`config.mk`:
```
export PLATFORM = sky130hd
export DESIGN_NAME = adapter_status_reset_ports
export DESIGN_NICKNAME = d
export VERILOG_FILES = /design/src/adapter_status_pkg.sv /design/src/adapter_status_reset_ports.sv /design/src/pin_sync.sv
export SDC_FILE = /design/constraint.sdc
export NUM_CORES = 1
export LEC_CHECK = 0
export ABC_AREA = 1
export BUFFER_PORTS_ARGS = -buffer_cell sky130_fd_sc_hd__clkbuf_2
export CAP_MARGIN = 25
export CORE_MARGIN = 4
export CORE_UTILIZATION = 45
export CTS_BUF_LIST = sky130_fd_sc_hd__clkbuf_8 sky130_fd_sc_hd__clkbuf_16
export CTS_CLUSTER_SIZE = 25
export DETAILED_ROUTE_END_ITERATION = 12
export GPL_TIMING_DRIVEN = 0
export PLACE_DENSITY = 0.67
export SETUP_SLACK_MARGIN = 0.2
export SLEW_MARGIN = 15
export SYNTH_ARGS = -nofsm -noshare
export SYNTH_HDL_FRONTEND = slang
export SYNTH_SLANG_ARGS = --single-unit
```
`constraint.sdc`:
```
create_clock -name clk_sys_i -period 8.7 [get_ports clk_sys_i]
set_input_delay 0.87 -clock clk_sys_i [delete_from_list [all_inputs] [get_ports clk_sys_i]]
set_output_delay 0.87 -clock clk_sys_i [all_outputs]
set_load 0.1 [all_outputs]
```
`src/adapter_status_pkg.sv`:
```
// Package holding offsets, field positions, codes and timing of the status and reset ports.
package adapter_status_pkg;

   // Host window width and data width of the ports.
   localparam int unsigned HOST_ADDR_W = 9;
   localparam int unsigned HOST_DATA_W = 16;

   // Port offsets inside the 512-byte host window.
   localparam logic [8:0] OFS_ADDR_BUFFER   = 9'h000;
   localparam logic [8:0] OFS_ATTENTION     = 9'h008;
   localparam logic [8:0] OFS_STATUS_WORD   = 9'h010;
   localparam logic [8:0] OFS_RESET_TRIGGER = 9'h018;

   // Number of words the address buffer port takes per single command.
   localparam logic [1:0] ABUF_WORDS     = 2'h3;
   localparam logic [1:0] ABUF_LAST_IDX  = 2'h2;

   // Channel attention type field, bits [1:0] of the written data.
   localparam int unsigned ATTN_TYPE_LSB = 0;
   localparam int unsigned ATTN_TYPE_MSB = 1;
   localparam logic [1:0] ATTN_SINGLE    = 2'h0;
   localparam logic [1:0] ATTN_LIST      = 2'h1;
   localparam logic [1:0] ATTN_SEL_ACK   = 2'h2;

   // General status format field positions.
   localparam int unsigned STAT_ENT_BIT  = 0;
   localparam int unsigned STAT_RDY_BIT  = 1;
   localparam int unsigned STAT_ERR_BIT  = 4;
   localparam int unsigned STAT_CODE_LSB = 8;
   localparam int unsigned STAT_CODE_MSB = 15;

   // Self-test code shown right after reset, before firmware writes any code.
   localparam logic [7:0] STC_POWERUP = 8'hfd;

   // Catastrophic error codes.
   localparam logic [7:0] ERRC_BAD_INDEX   = 8'h10;
   localparam logic [7:0] ERRC_LIST_STATE  = 8'h11;
   localparam logic [7:0] ERRC_TARGET_MODE = 8'h12;
   localparam logic [7:0] ERRC_BUS_TIMEOUT = 8'h14;
   localparam logic [7:0] ERRC_BUS_ERROR   = 8'h15;
   localparam logic [7:0] ERRC_FIRMWARE    = 8'h96;

   // Clock period and timing figures.
   localparam longint unsigned CLK_PERIOD_NS     = 64'd5;
   localparam longint unsigned SELFTEST_TIME_S   = 64'd5;
   localparam longint unsigned XFER_TIMEOUT_US   = 64'd100;
   localparam logic [31:0] SELFTEST_CYCLES_DEF =
      32'(SELFTEST_TIME_S * 64'd1000000000 / CLK_PERIOD_NS);
   localparam logic [31:0] XFER_TIMEOUT_CYCLES_DEF =
      32'(XFER_TIMEOUT_US * 64'd1000 / CLK_PERIOD_NS);

   // Board operating mode, one-hot.
   typedef enum logic [2:0]
   {
      MODE_SELFTEST = 3'b001,
      MODE_READY    = 3'b010,
      MODE_FAILED   = 3'b100
   } mode_t;

endpackage : adapter_status_pkg

```
`src/adapter_status_reset_ports.sv`:
```
// Host status word, reset port and channel attention logic of the adapter.
`timescale 1ns/100ps
module adapter_status_reset_ports
   import adapter_status_pkg::*;
   #(
      parameter logic [7:0]  BOARD_TYPE          = 8'h5a,  // Arbitrary value, not a real product code.
      parameter logic [31:0] SELFTEST_CYCLES     = SELFTEST_CYCLES_DEF,
      parameter logic [31:0] XFER_TIMEOUT_CYCLES = XFER_TIMEOUT_CYCLES_DEF,
      parameter int unsigned IDX_W               = 8
   )
   (
      // Clock and reset.
      input  wire logic                   clk_sys_i,
      input  wire logic                   rst_i,
      // Host port pins, asynchronous to the board clock.
      input  wire logic                   host_strobe_i,
      input  wire logic                   host_write_i,
      input  wire logic [HOST_ADDR_W-1:0] host_addr_i,
      input  wire logic [HOST_DATA_W-1:0] host_data_i,
      output logic      [HOST_DATA_W-1:0] host_data_o,
      output logic                        host_data_oe_o,
      output logic                        host_ack_o,
      // Configuration jumper pin.
      input  wire logic                   scsi_reset_jumper_i,
      // Firmware side: self-test progress.
      input  wire logic                   stc_we_i,
      input  wire logic [7:0]             stc_code_i,
      input  wire logic                   selftest_fail_i,
      // Firmware side: command list indices and events.
      input  wire logic [IDX_W-1:0]       list_in_index_i,
      input  wire logic [IDX_W-1:0]       status_out_index_i,
      input  wire logic [IDX_W-1:0]       list_block_count_i,
      input  wire logic [IDX_W-1:0]       status_block_count_i,
      input  wire logic                   list_start_i,
      input  wire logic                   list_stop_i,
      input  wire logic                   sel_area_written_i,
      // Firmware side: bus transfer and execution monitors.
      input  wire logic                   xfer_active_i,
      input  wire logic                   bus_error_i,
      input  wire logic                   cmd_busy_i,
      input  wire logic                   fw_fault_i,
      // Events and data towards the firmware.
      output logic [3*HOST_DATA_W-1:0]    addr_buffer_o,
      output logic                        single_cmd_go_o,
      output logic                        list_attn_o,
      output logic                        sel_ack_o,
      output logic                        board_reset_o,
      output logic                        scsi_bus_reset_o,
      output logic                        error_o
   );

   // Width of the synchronised pin bundle.
   localparam int unsigned PIN_W = 3 + HOST_ADDR_W + HOST_DATA_W;

   // Whole state of the block in one record.
   typedef struct packed
   {
      mode_t                                mode;         // Self-test, ready or failed.
      logic [31:0]                          st_cnt;       // Self-test duration counter.
      logic [7:0]                           stc;          // Self-test code shown during reset.
      logic                                 single_cmd_accept_toggle;          // Single command acceptance toggle.
      logic                                 err;          // Catastrophic error latched.
      logic [7:0]                           err_code;     // Code of the first error.
      logic                                 list_active;  // A command list is running.
      logic                                 sel_written;  // A selection area awaits host read.
      logic [31:0]                          wd_cnt;       // Transfer watchdog counter.
      logic                                 strobe_q;     // Previous accepted strobe level.
      logic                                 ack;          // Host acknowledge.
      logic                                 rd_oe;        // Host data bus driven.
      logic [HOST_DATA_W-1:0]               rd_data;      // Read data held on the bus.
      logic [2:0][HOST_DATA_W-1:0]          abuf;         // Address buffer words.
      logic [1:0]                           abuf_idx;     // Next address buffer word.
      logic                                 single_go;    // Single command pulse.
      logic                                 list_go;      // List attention pulse.
      logic                                 sel_ack;      // Selection acknowledge pulse.
      logic                                 core_rst;     // Board reset pulse.
      logic                                 scsi_rst;     // SCSI bus reset pulse.
   } state_t;

   // Value taken at power-up and after a reset port write.
   localparam state_t STATE_RST = '{mode: MODE_SELFTEST, stc: STC_POWERUP, default: '0};

   state_t                 s_r;          // Registered state.
   state_t                 s_nxt;        // Next state.
   logic [PIN_W-1:0]       pins_sync;    // Filtered pin bundle.
   logic                   strobe_s;     // Filtered host strobe.
   logic                   write_s;      // Filtered write qualifier.
   logic                   jumper_s;     // Filtered SCSI reset jumper.
   logic [HOST_ADDR_W-1:0] addr_s;       // Filtered host address.
   logic [HOST_DATA_W-1:0] data_s;       // Filtered host write data.

   // All host pins pass one shared synchroniser; address and data are stable long before the strobe.
   pin_sync
      #(
         .W (PIN_W)
      )
   u_pin_sync
      (
         .clk_sys_i (clk_sys_i),
         .rst_i     (rst_i),
         .pin_i     ({host_strobe_i, host_write_i, scsi_reset_jumper_i, host_addr_i, host_data_i}),
         .sync_o    (pins_sync)
      );

   assign {strobe_s, write_s, jumper_s, addr_s, data_s} = pins_sync;

   // Next-state logic for host accesses, self-test, list tracking and error latching.
   always_comb
   begin
      logic                   take;       // Host access taken this cycle.
      logic                   err_hit;    // Some error source fires.
      logic [7:0]             err_c;      // Code of the winning source.
      logic [1:0]             attn_type;  // Decoded attention type.
      logic [HOST_DATA_W-1:0] status;     // Status word as read now.
      logic                   ready;      // Normal operation.
      take      = strobe_s && !s_r.strobe_q;
      err_hit   = 1'b0;
      err_c     = 8'h00;
      attn_type = data_s[ATTN_TYPE_MSB:ATTN_TYPE_LSB];
      status    = '0;
      ready     = (s_r.mode == MODE_READY);

      s_nxt           = s_r;
      s_nxt.strobe_q  = strobe_s;
      s_nxt.single_go = 1'b0;
      s_nxt.list_go   = 1'b0;
      s_nxt.sel_ack   = 1'b0;
      s_nxt.core_rst  = 1'b0;
      s_nxt.scsi_rst  = 1'b0;

      // The acknowledge holds until the host lets go of the strobe.
      if (!strobe_s)
      begin
         s_nxt.ack   = 1'b0;
         s_nxt.rd_oe = 1'b0;
      end

      unique case (s_r.mode)
         MODE_SELFTEST:
         begin
            // Firmware reports each test as it starts.
            if (stc_we_i)
               s_nxt.stc = stc_code_i;
            if (s_r.st_cnt == SELFTEST_CYCLES - 32'h1)
               s_nxt.mode = selftest_fail_i ? MODE_FAILED : MODE_READY;
            else
               s_nxt.st_cnt = s_r.st_cnt + 32'h1;
         end
         MODE_READY:
         begin
            // Nothing leaves normal operation except a reset.
         end
         MODE_FAILED:
         begin
            // The failing test code stays visible until the next reset.
         end
      endcase

      if (ready && xfer_active_i)
      begin
         if (s_r.wd_cnt != XFER_TIMEOUT_CYCLES)
            s_nxt.wd_cnt = s_r.wd_cnt + 32'h1;
      end
      else
         s_nxt.wd_cnt = '0;

      // Error sources in fixed priority; the earliest listed wins a tie.
      if (ready)
      begin
         if (bus_error_i && xfer_active_i)
         begin
            err_hit = 1'b1;
            err_c   = ERRC_BUS_ERROR;
         end
         else if (s_r.wd_cnt == XFER_TIMEOUT_CYCLES - 32'h1)
         begin
            err_hit = 1'b1;
            err_c   = ERRC_BUS_TIMEOUT;
         end
         else if (fw_fault_i && cmd_busy_i)
         begin
            err_hit = 1'b1;
            err_c   = ERRC_FIRMWARE;
         end
         else if (s_r.list_active && ((list_in_index_i > list_block_count_i) ||
                  (status_out_index_i > status_block_count_i)))
         begin
            err_hit = 1'b1;
            err_c   = ERRC_BAD_INDEX;
         end
         else if ((list_start_i && s_r.list_active) || (list_stop_i && !s_r.list_active))
         begin
            err_hit = 1'b1;
            err_c   = ERRC_LIST_STATE;
         end

         // Track list state; a redundant start or stop leaves list_active unchanged.
         if (list_start_i)
            s_nxt.list_active = 1'b1;
         else if (list_stop_i)
            s_nxt.list_active = 1'b0;
      end

      if (ready)
      begin
         status[STAT_CODE_MSB:STAT_CODE_LSB] = s_r.err ? s_r.err_code : BOARD_TYPE;
         status[STAT_ERR_BIT]                = s_r.err;
         status[STAT_RDY_BIT]                = 1'b1;
         status[STAT_ENT_BIT]                = s_r.single_cmd_accept_toggle;
      end
      else
      begin
         // Reset format: code in bits 7..2 and 0, ready bit low.
         status[7:2] = s_r.stc[7:2];
         status[0]   = s_r.stc[0];
      end

      // Host access decode.
      if (take)
      begin
         s_nxt.ack = 1'b1;
         if (write_s)
         begin
            unique case (addr_s)
               OFS_ADDR_BUFFER:
               begin
                  // Three words per command; a fourth wraps onto the first.
                  s_nxt.abuf[s_r.abuf_idx] = data_s;
                  s_nxt.abuf_idx = (s_r.abuf_idx == ABUF_LAST_IDX) ? 2'h0 : s_r.abuf_idx + 2'h1;
               end
               OFS_ATTENTION:
               begin
                  // Attentions before ready are dropped; the host must not send them.
                  if (ready)
                  begin
                     unique case (attn_type)
                        ATTN_SINGLE:
                        begin
                           s_nxt.single_cmd_accept_toggle       = !s_r.single_cmd_accept_toggle;
                           s_nxt.single_go = 1'b1;
                           s_nxt.abuf_idx  = 2'h0;
                        end
                        ATTN_LIST:
                        begin
                           if (s_r.list_active)
                              s_nxt.list_go = 1'b1;
                           else if (!err_hit)
                           begin
                              err_hit = 1'b1;
                              err_c   = ERRC_LIST_STATE;
                           end
                        end
                        ATTN_SEL_ACK:
                        begin
                           if (s_r.sel_written)
                           begin
                              s_nxt.sel_ack     = 1'b1;
                              s_nxt.sel_written = 1'b0;
                           end
                           else if (!err_hit)
                           begin
                              err_hit = 1'b1;
                              err_c   = ERRC_TARGET_MODE;
                           end
                        end
                        default:
                        begin
                           // Type 11 has no meaning and is ignored.
                        end
                     endcase
                  end
               end
               default:
               begin
                  // Writes to the status word or unused offsets are acknowledged and dropped.
               end
            endcase
         end
         else
         begin
            s_nxt.rd_oe = 1'b1;
            s_nxt.rd_data = (addr_s == OFS_STATUS_WORD) ? status : '0;
         end
      end

      // A new selection area wins over a simultaneous acknowledge.
      if (sel_area_written_i && ready)
         s_nxt.sel_written = 1'b1;

      if (err_hit && !s_r.err)
      begin
         s_nxt.err      = 1'b1;
         s_nxt.err_code = err_c;
      end

      if (take && write_s && (addr_s == OFS_RESET_TRIGGER))
      begin
         s_nxt          = STATE_RST;
         s_nxt.strobe_q = 1'b1;
         s_nxt.ack      = 1'b1;
         s_nxt.core_rst = 1'b1;
         s_nxt.scsi_rst = jumper_s;
      end
   end

   // Register the whole state.
   always_ff @(posedge clk_sys_i or posedge rst_i)
   begin
      if (rst_i)
         s_r <= STATE_RST;
      else
         s_r <= s_nxt;
   end

   // Outputs straight from the state flops.
   assign host_data_o      = s_r.rd_data;
   assign host_data_oe_o   = s_r.rd_oe;
   assign host_ack_o       = s_r.ack;
   assign addr_buffer_o    = s_r.abuf;
   assign single_cmd_go_o  = s_r.single_go;
   assign list_attn_o      = s_r.list_go;
   assign sel_ack_o        = s_r.sel_ack;
   assign board_reset_o    = s_r.core_rst;
   assign scsi_bus_reset_o = s_r.scsi_rst;
   assign error_o          = s_r.err;

endmodule : adapter_status_reset_ports

```
`src/pin_sync.sv`:
```
// Three-stage synchroniser with agreement filter for asynchronous pin inputs.
`timescale 1ns/100ps
module pin_sync
   #(
      parameter int unsigned W = 1
   )
   (
      // Clock and reset.
      input  wire logic         clk_sys_i,
      input  wire logic         rst_i,
      // Asynchronous pins and their filtered copy.
      input  wire logic [W-1:0] pin_i,
      output logic      [W-1:0] sync_o
   );

   // All flops of the chain in one record.
   typedef struct packed
   {
      logic [W-1:0] s1;   // Metastability catcher, read only by s2.
      logic [W-1:0] s2;   // Second stage.
      logic [W-1:0] s3;   // Third stage.
      logic [W-1:0] q;    // Accepted value.
   } sync_state_t;

   sync_state_t s_r;
   sync_state_t s_nxt;

   // Shift the chain; a bit is accepted only once stages two and three agree.
   always_comb
   begin
      s_nxt    = s_r;
      s_nxt.s1 = pin_i;
      s_nxt.s2 = s_r.s1;
      s_nxt.s3 = s_r.s2;
      s_nxt.q  = (s_r.s2 & ~(s_r.s2 ^ s_r.s3)) | (s_r.q & (s_r.s2 ^ s_r.s3));
   end

   // Register the chain.
   always_ff @(posedge clk_sys_i or posedge rst_i)
   begin
      if (rst_i)
         s_r <= '0;
      else
         s_r <= s_nxt;
   end

   assign sync_o = s_r.q;

endmodule : pin_sync

```
# Word-level counts from Yosys, hierarchy flattened

Cells that the tools add are included.

Eq/ne operators: 17
Add/sub/neg operators: 3
Reduce and logical (&&, ||, !) cells: 46
Bitwise operators: 5
Mux-type cells: 76
Order comparisons: 4

Operator list:

| operator                | number |
|---|---|
| $mux W161               | 1 |
| $mux W8                 | 15 |
| $mux W32                | 3 |
| $mux W71                | 1 |
| $add A32 B1 Y32 const B | 2 |
| $and A28 B28 Y28        | 2 |
| $mux W53                | 1 |
| $bwmux W48              | 1 |
| $mux W48                | 1 |
| $mux W43                | 1 |
| $mux W1                 | 33 |
| $demux W16 S2           | 1 |
| $eq A32 B15 Y1 const B  | 1 |
| $eq A32 B30 Y1 const B  | 1 |
| $mux W16                | 2 |
| $ne A32 B15 Y1 const B  | 1 |
| $not A28 Y28            | 1 |
| $or A28 B28 Y28         | 1 |
| $xor A28 B28 Y28        | 1 |
| $reduce_bool A3 Y1      | 7 |
| $reduce_bool A2 Y1      | 10 |
| $eq A9 B5 Y1 const B    | 2 |
| $mux W17                | 1 |
| $gt A8 B8 Y1            | 2 |
| other kinds (28)        | 59 |

Output and inout bits: 72
Input port bits: 79
Word-level logic and storage cells: 177
Bits in registers: 273

# Logic depth before layout (Yosys ltp)

Word-level depth: 18
Mapped depth: 22
Gate-level depth less buffers: 22

# Modules after synthesis

Synthesis repeated with hierarchy kept, for this count alone.

Cell total of the unflattened synthesis: 1338
Area, all modules: 12166.7 sq um

By module, submodules not included:

| module                     | sequential area each (sq um) | cells an instance | instances | area each (sq um) |
|---|---|---|---|---|
| adapter_status_reset_ports | 3888.7                       | 1085              | 1         | 8694.6 |
| pin_sync                   | 2802.7                       | 253               | 1         | 3472.1 |

# Worst setup path before layout

Ideal clock, no wire load.

Path kind: in2reg
Start point: input port status_block_count_i[7]
End point: register s_r[109] (netlist bit)
Path buffers: 0
Setup slack: 6.306 ns
Required time: 8.579 ns
Arrival: 2.273 ns
Setup time: 0.121 ns
Stages: 19
Path through: inv_1 ha_1 nand2_1 nor2_1 nand2_1 nand2_1 nand2_1 nand2_1 nand2_1 nand2_1 nand2_2 nand2_1 nand2_1 nand3_1 nand2_1 nand2_1 nand2_1 nand3_1 o21ai_1

Cells in the longest elaborated chain, start to end: 17
Elaborated cells between the ends (all ways): 33
Those cells by class: 1 x order compare; 28 x mux; 4 x reduce/logical

Ends and longest elaborated chain:

| element                            | RTL line                                                             | RTL |
|---|---|---|
| start: declaration                 | adapter_status_reset_ports.sv:33                                     | `input wire logic [IDX_W-1:0] status_block_count_i,` |
| $gt A8 B8 Y1 *                     | adapter_status_reset_ports.sv:186                                    | `(status_out_index_i > status_block_count_i)))` |
| $logic_or A1 B1 Y1 *               | adapter_status_reset_ports.sv:185                                    | `else if (s_r.list_active && ((list_in_index_i > list_block_count_i) \|\|` |
| $logic_and A1 B1 Y1 *              | adapter_status_reset_ports.sv:185                                    |  |
| $mux W5 or $mux W1 (tied branches) | adapter_status_reset_ports.sv:185                                    |  |
| $mux W8 or $mux W1 (tied branches) | adapter_status_reset_ports.sv:180                                    | `else if (fw_fault_i && cmd_busy_i)` |
| $mux W8 or $mux W1 (tied branches) | adapter_status_reset_ports.sv:175                                    | `else if (s_r.wd_cnt == XFER_TIMEOUT_CYCLES - 32'h1)` |
| $mux W8 or $mux W1 (tied branches) | adapter_status_reset_ports.sv:170                                    | `if (bus_error_i && xfer_active_i)` |
| $mux W8 or $mux W1 (tied branches) | adapter_status_reset_ports.sv:168                                    | `if (ready)` |
| $mux W8 (on tied branches)         | adapter_status_reset_ports.sv:260, adapter_status_reset_ports.sv:247 |  |
| $mux W8 (on tied branches)         | adapter_status_reset_ports.sv:255, adapter_status_reset_ports.sv:245 |  |
| $pmux W8 S2                        | adapter_status_reset_ports.sv:236                                    | `unique case (attn_type)` |
| $mux W8                            | adapter_status_reset_ports.sv:234                                    | `if (ready)` |
| $mux W8                            | adapter_status_reset_ports.sv:224                                    | `unique case (addr_s)` |
| $mux W8                            | adapter_status_reset_ports.sv:222                                    | `if (write_s)` |
| $mux W8                            | adapter_status_reset_ports.sv:219                                    | `if (take)` |
| $mux W9                            | adapter_status_reset_ports.sv:290                                    | `if (err_hit && !s_r.err)` |
| $mux W161                          | adapter_status_reset_ports.sv:296                                    | `if (take && write_s && (addr_s == OFS_RESET_TRIGGER))` |
| end signal: assignment             | adapter_status_reset_ports.sv:312                                    | `s_r <= s_nxt;` |
| end: declaration                   | adapter_status_reset_ports.sv:83                                     | `state_t s_r;` |

Mark *: on every way between the ends. The rest lies on a longest branch, timed or not. The select of a mux whose other input is x is not followed.
A chain may end at the register's enable or synchronous reset.

# Worst setup path in the final report

Start point: register s_r (netlist bit addr_buffer_o[3])
End point: output port addr_buffer_o[3]

RTL lines:

| element          | RTL line                         | RTL |
|---|---|---|
| end: declaration | adapter_status_reset_ports.sv:43 | `output logic [3*HOST_DATA_W-1:0] addr_buffer_o,` |

No word-level cell between the ends.

==> summary.log <==
[worst_setup_path] RR Startpoint s_r[75]
[placement] Placed Instance Area 0.0135 mm²
[worst_setup_path] Max FO, Critical Path 2
[yosys] fraction of the yosys area taken by sequential cells 54.7%
[sta] post-layout minimum cycle time 2350 ps
[global_route] overall fraction of global-route tracks in use 18.1%
[worst_setup_path] sort of element at the end of the critical path output port
[die] horizontal die dimension 173 µm
[clock_tree] level count of the clock H-tree 1
[yosys] Post-Syn Instances 1318
[yosys] cell type contributing the most total cell area after synthesis dfrtp_1
[cells_and_area] filler cell count in the final layout 2500
[die] Site Rows 60
[clock_tree] clock latency on the worst-skew pair 560 ps
[sta] worst slew pin tran 784 ps
[global_route] global-route wire length before repair 45700 µm
[clock_tree] number of hold-repair buffers added at the cts stage 0
[min_path] destination of the worst hold path u_pin_sync.s_nxt[42]
[min_path] worst hold path class flip-flop to flip-flop
[drt] Antenna Violating Nets Remaining 0
[sta] worst clock skew 28.9 ps
[clock_tree] maximum clock path buffer count 3
[clock_tree] clock root cell clkbuf_16
[die] die height 173 µm
[worst_setup_path] worst reg-to-reg path cell count 13
[yosys] share of flip-flops with an asynchronous set or reset 100%
[drt] final wirelength 27400 µm
[global_route] global route overflow 0
[clock_tree] post_cts resized 0
[worst_setup_path] cells along the critical path buf_4, clkbuf_2
[cells_and_area] final net count 1599
[placement] number of input and output port buffers inserted 148
[worst_setup_path] reg2reg setup slack 6540 ps
[die] Boundary Pins 151
[drt] detail-routed via count per cell 4.99
[drt] average routed wire per standard cell 14.7 µm
[min_path] startpoint of the worst hold path u_pin_sync.s_nxt[70]
[sta] fmax 425 MHz
[yosys] mean area per synthesized cell 9.29 µm²
[sta] final max-slew violation count 0
[yosys] cells taking the most area after synthesis dfrtp_1 53%, nand2_1 7.4%, inv_1 4.3%
[worst_setup_path] cell with the biggest individual delay on the critical path clkbuf_2
[yosys] post-synthesis register bit count 267
[sta] Hold WS 345 ps
[placement] routability congestion estimate from global placement 0.881
[yosys] count of different cell masters after synthesis 52
[min_path] number of instances on the worst hold path 0
[drt] via count of the routed design 9287
[yosys] most used flip-flop cell after synthesis dfrtp_1
[yosys] number of nets produced by synthesis 1419
[sta] worst slew margin relative to its limit 47.2%
[die] Std-Cell Core Area 0.0269 mm²
[global_route] initial antenna violation count 0
[clock_tree] number of sinks handled by clock tree synthesis 267
[worst_setup_path] crit path launch type flip-flop
[worst_setup_path] data required time of the worst path 7830 ps
[power] PnR Total Power 2.63 mW
[drt] DRC violations left 0
[cells_and_area] Final Instance Area 0.0144 mm²
[global_route] largest net degree at the start of global routing 101
[clock_tree] number of setup buffers added after CTS 0
[clock_tree] Clock Pin Slew Worst Setup and Hold Paths 70 ps
[die] Initial Util 45.5%
[drt] violation count after the first detailed-route iteration 507
[run_status] result of the run complete, no violations
[flow_run] Maximum Capacitance Violations 0
[worst_setup_path] critical path arrival 1480 ps
[power] VDD IR max 0.000207 V
[worst_setup_path] RR Endpoint s_r[102]
[die] area of the die 0.0299 mm²
[yosys] number of flops mapped to enable cells by yosys 0
[cells_and_area] antenna diode count 0
[power] total power divided by cell area 182 mW/mm²
[worst_setup_path] highest cell delay on the worst timing path 440 ps
[yosys] synth warn 0
[drt] number of iterations in the first detailed-routing pass 5
[yosys] post-synth top area share 52.9%
[clock_tree] clock tree from TritonCTS done
[power] static leakage power 6.74 nW
[cells_and_area] layout cell share with drive strength beyond 1 23.4%
[clock_tree] total clock buffers created by CTS 28
[sta] setup repair after global routing missed its margin no
[sta] number of failing setup endpoints in the final timing report 0
[global_route] vias in the first global route 9238
[cells_and_area] Area growth, synth to finish 17.7%
[yosys] Post-Syn Area 0.0122 mm²
[sta] Final period util 27.0%
[worst_setup_path] class of the most critical setup path flip-flop to output port
[placement] DP Wirelength 20200 µm
[cells_and_area] utilization of the core after routing 53.6%
[sta] number of hold violations in the final report 0
==> where the power goes <==
group          total [mW]  switching (mW)  internal (mW)
logic               0.146          0.0952         0.0509
registers            1.32          0.0327           1.28
clock network        1.17           0.503          0.664
==> metrics by stage <==
step           cells  setup WS, ps  setup TNS (ps)
6_report        1860          6350               0
5_1_grt         1860          6240               0
2_1_floorplan   1318           490               0
3_3_place_gp    1807         -2260         -578850
4_1_cts         1860          6310               0
3_5_place_dp    1809          5950               0
==> cell usage after synthesis, types with 3 or more instances <==
| library cell | number |
|---|---|
| nor3_2 | 8 |
| o31ai_1 | 16 |
| nor2_2 | 8 |
| ha_1 | 22 |
| nor2_1 | 91 |
| nand2_2 | 8 |
| o21ai_0 | 58 |
| a21oi_1 | 38 |
| o21a_1 | 4 |
| nand4_1 | 25 |
| xor2_1 | 15 |
| buf_4 | 67 |
| nor3_1 | 37 |
| xnor2_1 | 6 |
| o21ai_1 | 55 |
| nor4_1 | 10 |
| nor2_4 | 3 |
| inv_2 | 10 |
| dfstp_2 | 8 |
| nand3_1 | 91 |
| nand2_1 | 240 |
| buf_2 | 21 |
| nor3b_1 | 5 |
| inv_1 | 139 |
| dfrtp_1 | 259 |
| clkbuf_1 | 8 |
| nand3_2 | 6 |
| maj3_1 | 28 |
==> critical path: cells and delay by family, from the launching register on <==
family   cells  cell delay, ps
buf+inv      2             560
flops        1             370
==> layer usage <==
layer  global-route usage, %  share of wire (%)
met1                    24.8                 46
met2                    30.6                 48
met3                    2.54                4.1
met4                    4.49                2.5
met5                       0                  0
==> placed cells by master (no fill, tap or decap), drive strengths merged <==
master / Yosys / routed
a211oi: 1 / 1
a21o: 2 / 2
a21oi: 38 / 38
a31oi: 2 / 2
a41oi: 2 / 2
and3: 1 / 1
buf: 90 / 92
clkbuf: 9 / 193
clkinv: 0 / 9
clkinvlp: 0 / 4
conb: 1 / 1
dfrtp: 259 / 259
dfstp: 8 / 8
ha: 22 / 22
inv: 151 / 153
maj3: 28 / 28
nand2: 249 / 249
nand3: 97 / 97
nand3b: 2 / 2
nand4: 26 / 26
nor2: 103 / 103
nor3: 47 / 47
nor3b: 6 / 6
nor4: 12 / 12
nor4b: 1 / 1
o211a: 1 / 1
o21a: 4 / 4
o21ai: 114 / 114
o21bai: 2 / 2
o31ai: 16 / 16
or2: 3 / 3
xnor2: 6 / 6
xor2: 15 / 15
==> area by class of cell <==
type	count	area, µm²	share of cell area [%]
buffer	99	658	4.57
clock buffer	36	811	5.63
clock inverter	15	121	0.843
inverter	151	579	4.02
multi-input combinational	801	4320	30.0
sequential	267	6690	46.5
tap	341	427	2.96
timing repair buffer	150	796	5.52
==> kinds of logic after synthesis <==
family | after synthesis | share of synthesized area, %
DFF | 267 | 54.7
other | 1 | 0.0306
buffers and inverters | 250 | 10.0
xor gates and xnor gates | 21 | 1.50
and+or+nand+nor | 547 | 21.1
adders and majority gates | 50 | 4.54
AOI/OAI and AO/OA | 182 | 8.11
==> registers in the layout, indices dropped and copies added (netlist names) <==
name	flops
s_r	85
u_pin_sync.s_nxt	56
addr_buffer_o	48
u_pin_sync.s_r	28
u_pin_sync.sync_o	28
host_data_o	14
board_reset_o	1
error_o	1
host_ack_o	1
host_data_oe_o	1
list_attn_o	1
scsi_bus_reset_o	1
sel_ack_o	1
single_cmd_go_o	1
==> worst max-delay path by stage <==
stage                           from           endpoint  slack [ps]  cells after the start
2_1_floorplan                  rst_i   addr_buffer_o[0]         490                      1
3_3_place_gp                   rst_i     host_data_o[2]       -2260                      2
6_report            addr_buffer_o[3]   addr_buffer_o[3]        6350                      2
3_5_place_dp   list_block_count_i[7]           s_r[109]        5950                     20
4_1_cts            addr_buffer_o[14]  addr_buffer_o[14]        6310                      2
5_1_grt                      s_r[75]           s_r[102]        6240                     13
No activity file was read; power rests on OpenSTA's default activity.
